===== src/core/synth_cfg_pkg.sv =====
package synth_cfg_pkg;
   // bus geometry
   localparam int ADR_W = 8;
   localparam int DAT_W = 32;
   localparam int NUM_SETS = 4;
   // ratio word: 12 integer bits, 20 fraction bits
   localparam int RATIO_W = 32;
   localparam int RATIO_INT_W = 12;
   localparam int RATIO_FRAC_W = 20;
   localparam int SYNC_W = 6;

   // register offsets (byte addresses, one word each)
   localparam logic [7:0] OFS_RATIO0 = 8'h00;
   localparam logic [7:0] OFS_MODAL0 = 8'h10;
   localparam logic [7:0] OFS_GLOBAL = 8'h20;
   localparam logic [7:0] OFS_STATUS = 8'h24;
   localparam logic [7:0] OFS_EFFRATIO = 8'h28;

   // modal select word fields
   localparam int MODAL_RMOD_LSB = 0;
   localparam int MODAL_AUX_LSB = 2;
   // global word fields
   localparam int GLB_FN_LSB = 0;
   localparam int GLB_UNL_BIT = 3;
   localparam int GLB_DIV_LSB = 4;
   localparam int GLB_LOCKCFG_BIT = 6;
   // status word fields
   localparam int STS_LOCK_BIT = 0;
   localparam int STS_PIN_BIT = 1;
   localparam int STS_MODE_LSB = 2;
   localparam int STS_AUX_LSB = 4;

   typedef enum logic [1:0] {
      DIV_BY4 = 2'b00,
      DIV_BY2 = 2'b01,
      DIV_BY1 = 2'b10,
      DIV_RSVD = 2'b11
   } ref_div_t;

   typedef enum logic [1:0] {
      AUX_REF = 2'b00,
      AUX_RSVD = 2'b01,
      AUX_MAIN = 2'b10,
      AUX_UNLOCK = 2'b11
   } aux_src_t;

   typedef enum logic [2:0] {
      FN_DIS_MAIN = 3'b000,
      FN_DIS_AUX = 3'b001,
      FN_DIS_BOTH = 3'b010,
      FN_RMOD_EN = 3'b011,
      FN_RSVD4 = 3'b100,
      FN_RSVD5 = 3'b101,
      FN_RSVD6 = 3'b110,
      FN_FORCE_AUX = 3'b111
   } pin_fn_t;

   // values after reset
   localparam logic [31:0] RST_RATIO = 32'h0010_0000;
   localparam logic [1:0] RST_RMOD = 2'h0;
   localparam aux_src_t RST_AUX = AUX_REF;
   localparam ref_div_t RST_DIV = DIV_BY1;
   localparam logic RST_UNL = 1'b0;
   localparam pin_fn_t RST_FN = FN_DIS_MAIN;
   localparam logic RST_LOCKCFG = 1'b0;

   // byte-lane merge of a write into a stored word
   function automatic logic [31:0] lane_merge(input logic [31:0] old_w, input logic [31:0] new_w,
                                              input logic [3:0] sel);
      logic [31:0] res;
      res = old_w;
      for (int b = 0; b < 4; b++) begin
         if (sel[b]) begin
            res[b*8 +: 8] = new_w[b*8 +: 8];
         end
      end
      return res;
   endfunction : lane_merge

   // ratio modifier: codes 0..3 shift right by 1..4
   function automatic logic [31:0] ratio_modify(input logic [31:0] r, input logic [1:0] m);
      return r >> ({1'b0, m} + 3'h1);
   endfunction : ratio_modify
endpackage : synth_cfg_pkg


===== src/core/refdiv_if.sv =====
interface refdiv_if;
   logic [1:0] sel;
   logic ref_level;
   logic div_level;
   modport core (output sel, output ref_level, input div_level);
   modport divider (input sel, input ref_level, output div_level);
endinterface : refdiv_if


===== src/core/ref_divider.sv =====
// divides the synchronised reference level by 1, 2 or 4
module ref_divider (
   input wire logic clk_i,
   input wire logic rst_i,
   refdiv_if.divider dv
);
   import synth_cfg_pkg::*;

   logic prev_ref;
   logic [1:0] edge_cnt;
   logic div_q;
   logic rise;

   assign rise = dv.ref_level && !prev_ref;
   assign dv.div_level = div_q;

   // rising-edge counter of the reference level
   always_ff @(posedge clk_i) begin
      if (rst_i) begin
         prev_ref <= 1'b0;
         edge_cnt <= 2'h0;
      end else begin
         prev_ref <= dv.ref_level;
         if (rise) begin
            edge_cnt <= edge_cnt + 2'h1;
         end
      end
   end

   // divider select; the reserved code parks the output low rather than guess a ratio
   always_ff @(posedge clk_i) begin
      if (rst_i) begin
         div_q <= 1'b0;
      end else begin
         unique case (ref_div_t'(dv.sel))
            DIV_BY4: div_q <= edge_cnt[1];
            DIV_BY2: div_q <= edge_cnt[0];
            DIV_BY1: div_q <= dv.ref_level;
            DIV_RSVD: div_q <= 1'b0;
         endcase
      end
   end
endmodule : ref_divider


===== src/core/synth_global_config_control.sv =====
module synth_global_config_control (
   input wire logic clk_i,
   input wire logic rst_i,
   input wire logic wb_cyc_i,
   input wire logic wb_stb_i,
   input wire logic wb_we_i,
   input wire logic [synth_cfg_pkg::ADR_W-1:0] wb_adr_i,
   input wire logic [3:0] wb_sel_i,
   input wire logic [synth_cfg_pkg::DAT_W-1:0] wb_dat_i,
   output logic [synth_cfg_pkg::DAT_W-1:0] wb_dat_o,
   output logic wb_ack_o,
   input wire logic [1:0] mode_select_i,
   input wire logic special_mode_pin_i,
   input wire logic pll_locked_i,
   input wire logic ref_clk_i,
   input wire logic pll_clk_i,
   output logic ref_div_clk_o,
   output logic clk_out_o,
   output logic aux_out_o,
   output logic aux_out_oe_o,
   output logic [synth_cfg_pkg::RATIO_W-1:0] ratio_o
);
   import synth_cfg_pkg::*;

   // modal and global sets
   logic [RATIO_W-1:0] ratio_set [NUM_SETS];
   logic [1:0] ratio_modifier_select [NUM_SETS];
   aux_src_t aux_source_select [NUM_SETS];
   ref_div_t reference_divider_select;
   logic output_on_unlock_enable;
   pin_fn_t special_pin_function;
   logic lock_indicator_config;

   // pin synchronisers
   logic [SYNC_W-1:0] sync1;
   logic [SYNC_W-1:0] sync2;
   logic [1:0] mode_s;
   logic pin_s;
   logic locked_s;
   logic ref_s;
   logic pll_s;

   // bus
   logic req;
   logic wr;
   logic [31:0] global_word;
   logic [31:0] status_word;
   logic [31:0] next_rdata;

   // output path
   aux_src_t aux_eff;
   logic main_dis;
   logic aux_dis;
   logic rmod_on;
   logic pll_gated;
   logic next_main;
   logic next_aux;
   logic next_aux_oe;
   logic [RATIO_W-1:0] next_ratio;

   refdiv_if dv ();

   ref_divider u_ref_divider (
      .clk_i(clk_i),
      .rst_i(rst_i),
      .dv(dv)
   );

   // every pin and foreign clock crosses two flops before any logic sees it
   always_ff @(posedge clk_i) begin
      if (rst_i) begin
         sync1 <= '0;
         sync2 <= '0;
      end else begin
         sync1 <= {mode_select_i, special_mode_pin_i, pll_locked_i, ref_clk_i, pll_clk_i};
         sync2 <= sync1;
      end
   end

   assign {mode_s, pin_s, locked_s, ref_s, pll_s} = sync2;

   assign dv.sel = reference_divider_select;
   assign dv.ref_level = ref_s;
   assign ref_div_clk_o = dv.div_level;

   // a request is taken once; ack drops the cycle after it is given
   assign req = wb_cyc_i && wb_stb_i && !wb_ack_o;
   assign wr = req && wb_we_i;

   assign global_word = {25'h0, lock_indicator_config, reference_divider_select, output_on_unlock_enable,
                         special_pin_function};
   assign status_word = {26'h0, aux_eff, mode_s, pin_s, locked_s};

   // read mux; unmapped offsets read as zero and ignore writes
   always_comb begin
      next_rdata = 32'h0;
      for (int s = 0; s < NUM_SETS; s++) begin
         if (wb_adr_i == OFS_RATIO0 + 8'(4 * s)) begin
            next_rdata = ratio_set[s];
         end
         if (wb_adr_i == OFS_MODAL0 + 8'(4 * s)) begin
            next_rdata = {28'h0, aux_source_select[s], ratio_modifier_select[s]};
         end
      end
      if (wb_adr_i == OFS_GLOBAL) begin
         next_rdata = global_word;
      end
      if (wb_adr_i == OFS_STATUS) begin
         next_rdata = status_word;
      end
      if (wb_adr_i == OFS_EFFRATIO) begin
         next_rdata = ratio_o;
      end
   end

   // bus answer one cycle after the request edge
   always_ff @(posedge clk_i) begin
      if (rst_i) begin
         wb_ack_o <= 1'b0;
         wb_dat_o <= 32'h0;
      end else begin
         wb_ack_o <= req;
         if (req && !wb_we_i) begin
            wb_dat_o <= next_rdata;
         end
      end
   end

   // four modal sets, written by byte lane
   always_ff @(posedge clk_i) begin
      if (rst_i) begin
         for (int s = 0; s < NUM_SETS; s++) begin
            ratio_set[s] <= RST_RATIO;
            ratio_modifier_select[s] <= RST_RMOD;
            aux_source_select[s] <= RST_AUX;
         end
      end else begin
         for (int s = 0; s < NUM_SETS; s++) begin
            if (wr && wb_adr_i == OFS_RATIO0 + 8'(4 * s)) begin
               ratio_set[s] <= lane_merge(ratio_set[s], wb_dat_i, wb_sel_i);
            end
            if (wr && wb_adr_i == OFS_MODAL0 + 8'(4 * s) && wb_sel_i[0]) begin
               ratio_modifier_select[s] <= wb_dat_i[MODAL_RMOD_LSB +: 2];
               aux_source_select[s] <= aux_src_t'(wb_dat_i[MODAL_AUX_LSB +: 2]);
            end
         end
      end
   end

   // global set: applies to whichever modal set the mode pins pick
   always_ff @(posedge clk_i) begin
      if (rst_i) begin
         reference_divider_select <= RST_DIV;
         output_on_unlock_enable <= RST_UNL;
         special_pin_function <= RST_FN;
         lock_indicator_config <= RST_LOCKCFG;
      end else if (wr && wb_adr_i == OFS_GLOBAL && wb_sel_i[0]) begin
         special_pin_function <= pin_fn_t'(wb_dat_i[GLB_FN_LSB +: 3]);
         output_on_unlock_enable <= wb_dat_i[GLB_UNL_BIT];
         reference_divider_select <= ref_div_t'(wb_dat_i[GLB_DIV_LSB +: 2]);
         lock_indicator_config <= wb_dat_i[GLB_LOCKCFG_BIT];
      end
   end

   // special pin decode; reserved functions fall through to no effect
   always_comb begin
      main_dis = 1'b0;
      aux_dis = 1'b0;
      rmod_on = 1'b0;
      aux_eff = aux_source_select[mode_s];
      unique case (special_pin_function)
         FN_DIS_MAIN: main_dis = pin_s;
         FN_DIS_AUX: aux_dis = pin_s;
         FN_DIS_BOTH: begin
            main_dis = pin_s;
            aux_dis = pin_s;
         end
         FN_RMOD_EN: rmod_on = pin_s;
         FN_FORCE_AUX: begin
            if (pin_s) begin
               aux_eff = AUX_MAIN;
            end
         end
         FN_RSVD4, FN_RSVD5, FN_RSVD6: main_dis = 1'b0;
      endcase
   end

   // unlocked pll is blanked unless the output-on-unlock bit says otherwise
   assign pll_gated = pll_s && (locked_s || output_on_unlock_enable);
   assign next_main = pll_gated && !main_dis;

   // aux routing; the indicator is push-pull high or open-drain low on unlock
   always_comb begin
      next_aux = 1'b0;
      next_aux_oe = 1'b1;
      unique case (aux_eff)
         AUX_REF: next_aux = ref_s;
         AUX_RSVD: next_aux = 1'b0;
         AUX_MAIN: next_aux = pll_gated;
         AUX_UNLOCK: begin
            if (lock_indicator_config) begin
               next_aux_oe = !locked_s;
            end else begin
               next_aux = !locked_s;
            end
         end
      endcase
      if (aux_dis) begin
         next_aux = 1'b0;
         next_aux_oe = 1'b0;
      end
   end

   // 12.20 ratio of the active set, shifted only while the modifier is enabled
   assign next_ratio = rmod_on ? ratio_modify(ratio_set[mode_s], ratio_modifier_select[mode_s])
                               : ratio_set[mode_s];

   // outputs come straight from flops so a decode change cannot glitch a pin
   always_ff @(posedge clk_i) begin
      if (rst_i) begin
         clk_out_o <= 1'b0;
         aux_out_o <= 1'b0;
         aux_out_oe_o <= 1'b0;
         ratio_o <= RST_RATIO;
      end else begin
         clk_out_o <= next_main;
         aux_out_o <= next_aux;
         aux_out_oe_o <= next_aux_oe;
         ratio_o <= next_ratio;
      end
   end
endmodule : synth_global_config_control


===== config.mk =====
export PLATFORM = sky130hd
export DESIGN_NAME = synth_global_config_control
export DESIGN_NICKNAME = d
export VERILOG_FILES = /design/src/core/synth_cfg_pkg.sv /design/src/core/refdiv_if.sv /design/src/core/ref_divider.sv /design/src/core/synth_global_config_control.sv
export SDC_FILE = /design/constraint.sdc
export NUM_CORES = 1
export LEC_CHECK = 0
export BUFFER_PORTS_ARGS = -buffer_cell sky130_fd_sc_hd__clkbuf_2
export CAP_MARGIN = 40
export CORE_MARGIN = 2
export CORE_UTILIZATION = 59
export CTS_CLUSTER_DIAMETER = 100
export DETAILED_ROUTE_END_ITERATION = 10
export GPL_TIMING_DRIVEN = 0
export PLACE_DENSITY = 0.78
export SLEW_MARGIN = 5
export SYNTH_ARGS = -nofsm -noshare
export SYNTH_HDL_FRONTEND = slang
export SYNTH_HIERARCHICAL = 1
export SYNTH_SLANG_ARGS = --single-unit
export TNS_END_PERCENT = 1

===== constraint.sdc =====
create_clock -name clk_i -period 2.7 [get_ports clk_i]
set_input_delay 0.135 -clock clk_i [delete_from_list [all_inputs] [get_ports clk_i]]
set_output_delay 0.135 -clock clk_i [all_outputs]
set_load 0.03 [all_outputs]

==> flow_summary.ini <==
[run_status]
outcome = finished clean

[placement]
io_buffers = 122
dpl_cell_area_sq_mm = 0.01263
place.detailed.hpwl_mm = 25.82
finalWeightedCongestion = 0.9778

[worst_setup_path]
data_required_critical_path_ns = 3.10
cpMaxStageDelayCell = sky130_fd_sc_hd__buf_1
crit_cells = 6
endpoint = ratio_o[17]$_SDFF_PP0_
worstSetupStartpoint = sync2[5]$_SDFF_PP0_
rr_startpoint = sync2[5]$_SDFF_PP0_
worst_setup_path_start_kind = flip-flop
critPathTopFamily = buffers and inverters
setup.worst_path.end_class = flip-flop
critPathMaxStageDelay_ns = 0.72
worst-path-buf-inv = 2
cp_cell_sequence = clkbuf_2 > buf_1 > mux4_2 > mux2_2 > a22oi_1 > nand2_1
cp.arrival_ns = 3.02
worst_r2r_endpoint = ratio_o[17]$_SDFF_PP0_
criticalPathCategory = reg2reg
rr_worst_depth = 6
reg2reg_slack_ns = 0.08
worst-path-max-fanout = 10

[routing]
wl_mm = 36.77
dr.pass1.iters = 6
avgViaCountPerCell = 6.511
drt_drc_violations_left = 0
dr.first_iter.drc_count = 1279
detailroute.via_count = 9512
avgRoutedWirePerCell_um = 25.16
postRouteAntennaNets = 0

[synthesis]
synth_simple_gate_area_share_pct = 19.27
yosys_register_bits = 235
mappedNetlistArea_sq_mm = 0.01168
synth_seq_area_share_pct = 52.64
synth_async_sr_flop_share_pct = 0
synth_edf_count = 144
synth_area_in_compound_gates_pct = 12.76
area_share_of_xor_xnor_cells_in_the_synthesized_design_pct = 0.2250
yosys_most_used_dff = sky130_fd_sc_hd__edfxtp_1
post_synth_inst_count = 992
synth.distinct_cells = 70
avgSynthCellArea_sq_um = 11.77
yosysWarnings = 6
post_synth_mux_area_share_pct = 11.35
adder_cell_share_of_the_synthesized_area_pct = 0
synth_top_cells_by_count = sky130_fd_sc_hd__and2_1 (145), sky130_fd_sc_hd__edfxtp_1 (144), sky130_fd_sc_hd__nand2_1 (94)
synth.most_common_cell = sky130_fd_sc_hd__and2_1
synth_largest_area_cell = sky130_fd_sc_hd__edfxtp_1
synthesis.nets = 1047
synth.area.top_cells = sky130_fd_sc_hd__edfxtp_1 (37%), sky130_fd_sc_hd__dfxtp_1 (16%), sky130_fd_sc_hd__and2_1 (7.8%), sky130_fd_sc_hd__mux4_2 (7.1%), sky130_fd_sc_hd__a22oi_1 (3.8%)
synth_top_cell_area_share_pct = 37.03
synth_top_family_by_area = simple AND/OR/NAND/NOR gates

[global_routing]
grt_antenna_before_repair = 0
met2_capacity_usage_during_global_routing_pct = 56.02
globalRouteOverflowTotal = 0
met3_grt_util_pct = 7.404
gr-usage-all-layers_pct = 35.27
grt_max_degree = 14
via_count_of_the_first_global_routing_pass = 9115
globalRouteMet1Util_pct = 48.88
wire_length_of_the_first_global_routing_pass_mm = 53.84
grt_busiest_layer = met2

[die]
core_sq_mm = 0.01946
dieHeight_um = 144.7
pin_count = 124
starting_density_of_the_core_pct = 59.99
die_width_um = 144.7
design.die.area_sq_mm = 0.02093
rows = 51

[power]
cellPowerDensity_mw_per_mm2 = 591.6
ir_drop_mv = 0.5128
static-leakage-power_nw = 5.246

[clock_network]
ctsLongestPathBuffers = 3
clk_root_buffer_cell = sky130_fd_sc_hd__clkbuf_16
tritoncts = yes
num_cts_buffers = 25
insertion_delay_ns = 0.54
cts.repair_timing.setup_buffer_count = 0
number_of_clock_sinks_seen_by_cts = 235
cts-htree-levels = 1
clkSlewWorstSetupHoldPaths_ns = 0.06

[timing]
max_slew.worst_pin.slew_ns = 0.9127
grt_setup_unrepaired = no
finalSetupTns_ns = 0
max_clock_freq_ghz = 0.3821
hold-worst-slack_ns = 0.01107
layout_worst_path_cycle_share_pct = 96.93
hold_viol = 0
setup_viol = 0
slew_violations = 0
worst_clock_skew_ns = 0.02035
post_route_minimum_period_ns = 2.617
maxSlewHeadroom_pct = 38.87

[layout]
post-route-cell-area_sq_mm = 0.01373
post_route_cells_drive_above_1_share_pct = 23.66
nets = 1232
insertedDiodeCount = 0
syn2layout_area_growth_pct = 17.61

[min_path]
hold_path_class = in2reg

[run]
drv_cap = 0
-- metal layers --
layer	part of all wire, %	wire [um]	vias to the layer above
li1	-	-	4101
met1	37	13700	4557
met2	46	16940	724
met3	13	4782	130
met4	3.7	1345	0
met5	0	0	-
-- placed cells by master (no fill, tap or decap), types with 9 or more instances in the layout --
master and count:
sky130_fd_sc_hd__mux2i_1 15, sky130_fd_sc_hd__nor2_1 81, sky130_fd_sc_hd__a21o_1 16, sky130_fd_sc_hd__clkbuf_2 132, sky130_fd_sc_hd__a22oi_1 59, sky130_fd_sc_hd__buf_6 10, sky130_fd_sc_hd__dlygate4sd3_1 34, sky130_fd_sc_hd__dfxtp_1 91
sky130_fd_sc_hd__nand2_1 94, sky130_fd_sc_hd__nand2b_1 10, sky130_fd_sc_hd__mux4_2 37, sky130_fd_sc_hd__mux2_2 28, sky130_fd_sc_hd__clkbuf_16 25, sky130_fd_sc_hd__and2_1 145, sky130_fd_sc_hd__a311oi_1 25, sky130_fd_sc_hd__edfxtp_1 144
sky130_fd_sc_hd__clkbuf_1 49, sky130_fd_sc_hd__a221oi_1 20, sky130_fd_sc_hd__nor2b_1 21, sky130_fd_sc_hd__o21ai_0 9, sky130_fd_sc_hd__buf_2 11
-- through the flow --
step	worst slack [ns]	power [mW]	cells	util, %
global route	0.02515	8.310	1461	70.56
detailed placement	-0.1988	4.929	1381	64.90
finish	0.08295	8.124	1461	70.56
floorplan	0.7199	4.599	992	-
global placement	-0.2381	4.911	1379	64.83
CTS	0.03398	8.093	1461	70.47
-- worst register-to-register path, stage by stage (launching register included) --
cell and delay (ns):
sky130_fd_sc_hd__dfxtp_1 0.30, sky130_fd_sc_hd__clkbuf_2 0.34, sky130_fd_sc_hd__buf_1 0.73, sky130_fd_sc_hd__mux4_2 0.47, sky130_fd_sc_hd__mux2_2 0.31, sky130_fd_sc_hd__a22oi_1 0.23, sky130_fd_sc_hd__nand2_1 0.12
-- where the power goes --
group	switching [mW]	internal [mW]
registers	0.0988	3.94
clock network	1.40	1.80
logic	0.556	0.322
-- state kept, by name, indices dropped and copies added (netlist names) --
name,flops
aux_out_o,1
wb_ack_o,1
output_on_unlock_enable,1
u_ref_divider/edge_cnt,2
aux_out_oe_o,1
sync2,6
aux_source_select,8
sync1,6
wb_dat_o,32
ratio_modifier_select,8
dv.sel,2
lock_indicator_config,1
u_ref_divider/prev_ref,1
u_ref_divider/dv.div_level,1
special_pin_function,3
clk_out_o,1
ratio_set,128
ratio_o,32
-- worst min path at each step --
stage	startpoint	endpoint	depth (start not counted)
2_1_floorplan	rst_i	u_ref_divider/prev_ref$_SDFF_PP0_	1
3_3_place_gp	special_mode_pin_i	sync1[3]$_SDFF_PP0_	2
3_5_place_dp	pll_clk_i	sync1[0]$_SDFF_PP0_	2
4_1_cts	wb_adr_i[5]	wb_dat_o[6]$_SDFFE_PP0P_	4
5_1_grt	wb_dat_i[6]	lock_indicator_config$_SDFFE_PP0P_	3
6_report	wb_adr_i[5]	wb_dat_o[6]$_SDFFE_PP0P_	4
-- kinds of logic after synthesis --
logic type | after synthesis
buf+inv | 80
compound gates | 187
flops | 235
simple gates | 405
mux | 82
xor+xnor | 3
-- repair_timing --
action / CTS / global route
setup endpoints to repair: 0 / 21
resized for setup: 0 / 3
hold buffers: 34 / 0
endpoints found under the hold margin: 109 / 0
-- cell type report --
cell class / count / area, sq um
flip-flops and latches: 235 / 6146
fillers: 1402 / 5731
multi-input cells: 677 / 5109
repair buffers: 158 / 963.4
clock buffers: 40 / 711.9
plain buffers: 76 / 424.2
well taps: 265 / 331.6
clock inverters: 6 / 31.28
inverters: 4 / 15.01
No activity file was read; power rests on OpenSTA's default activity.
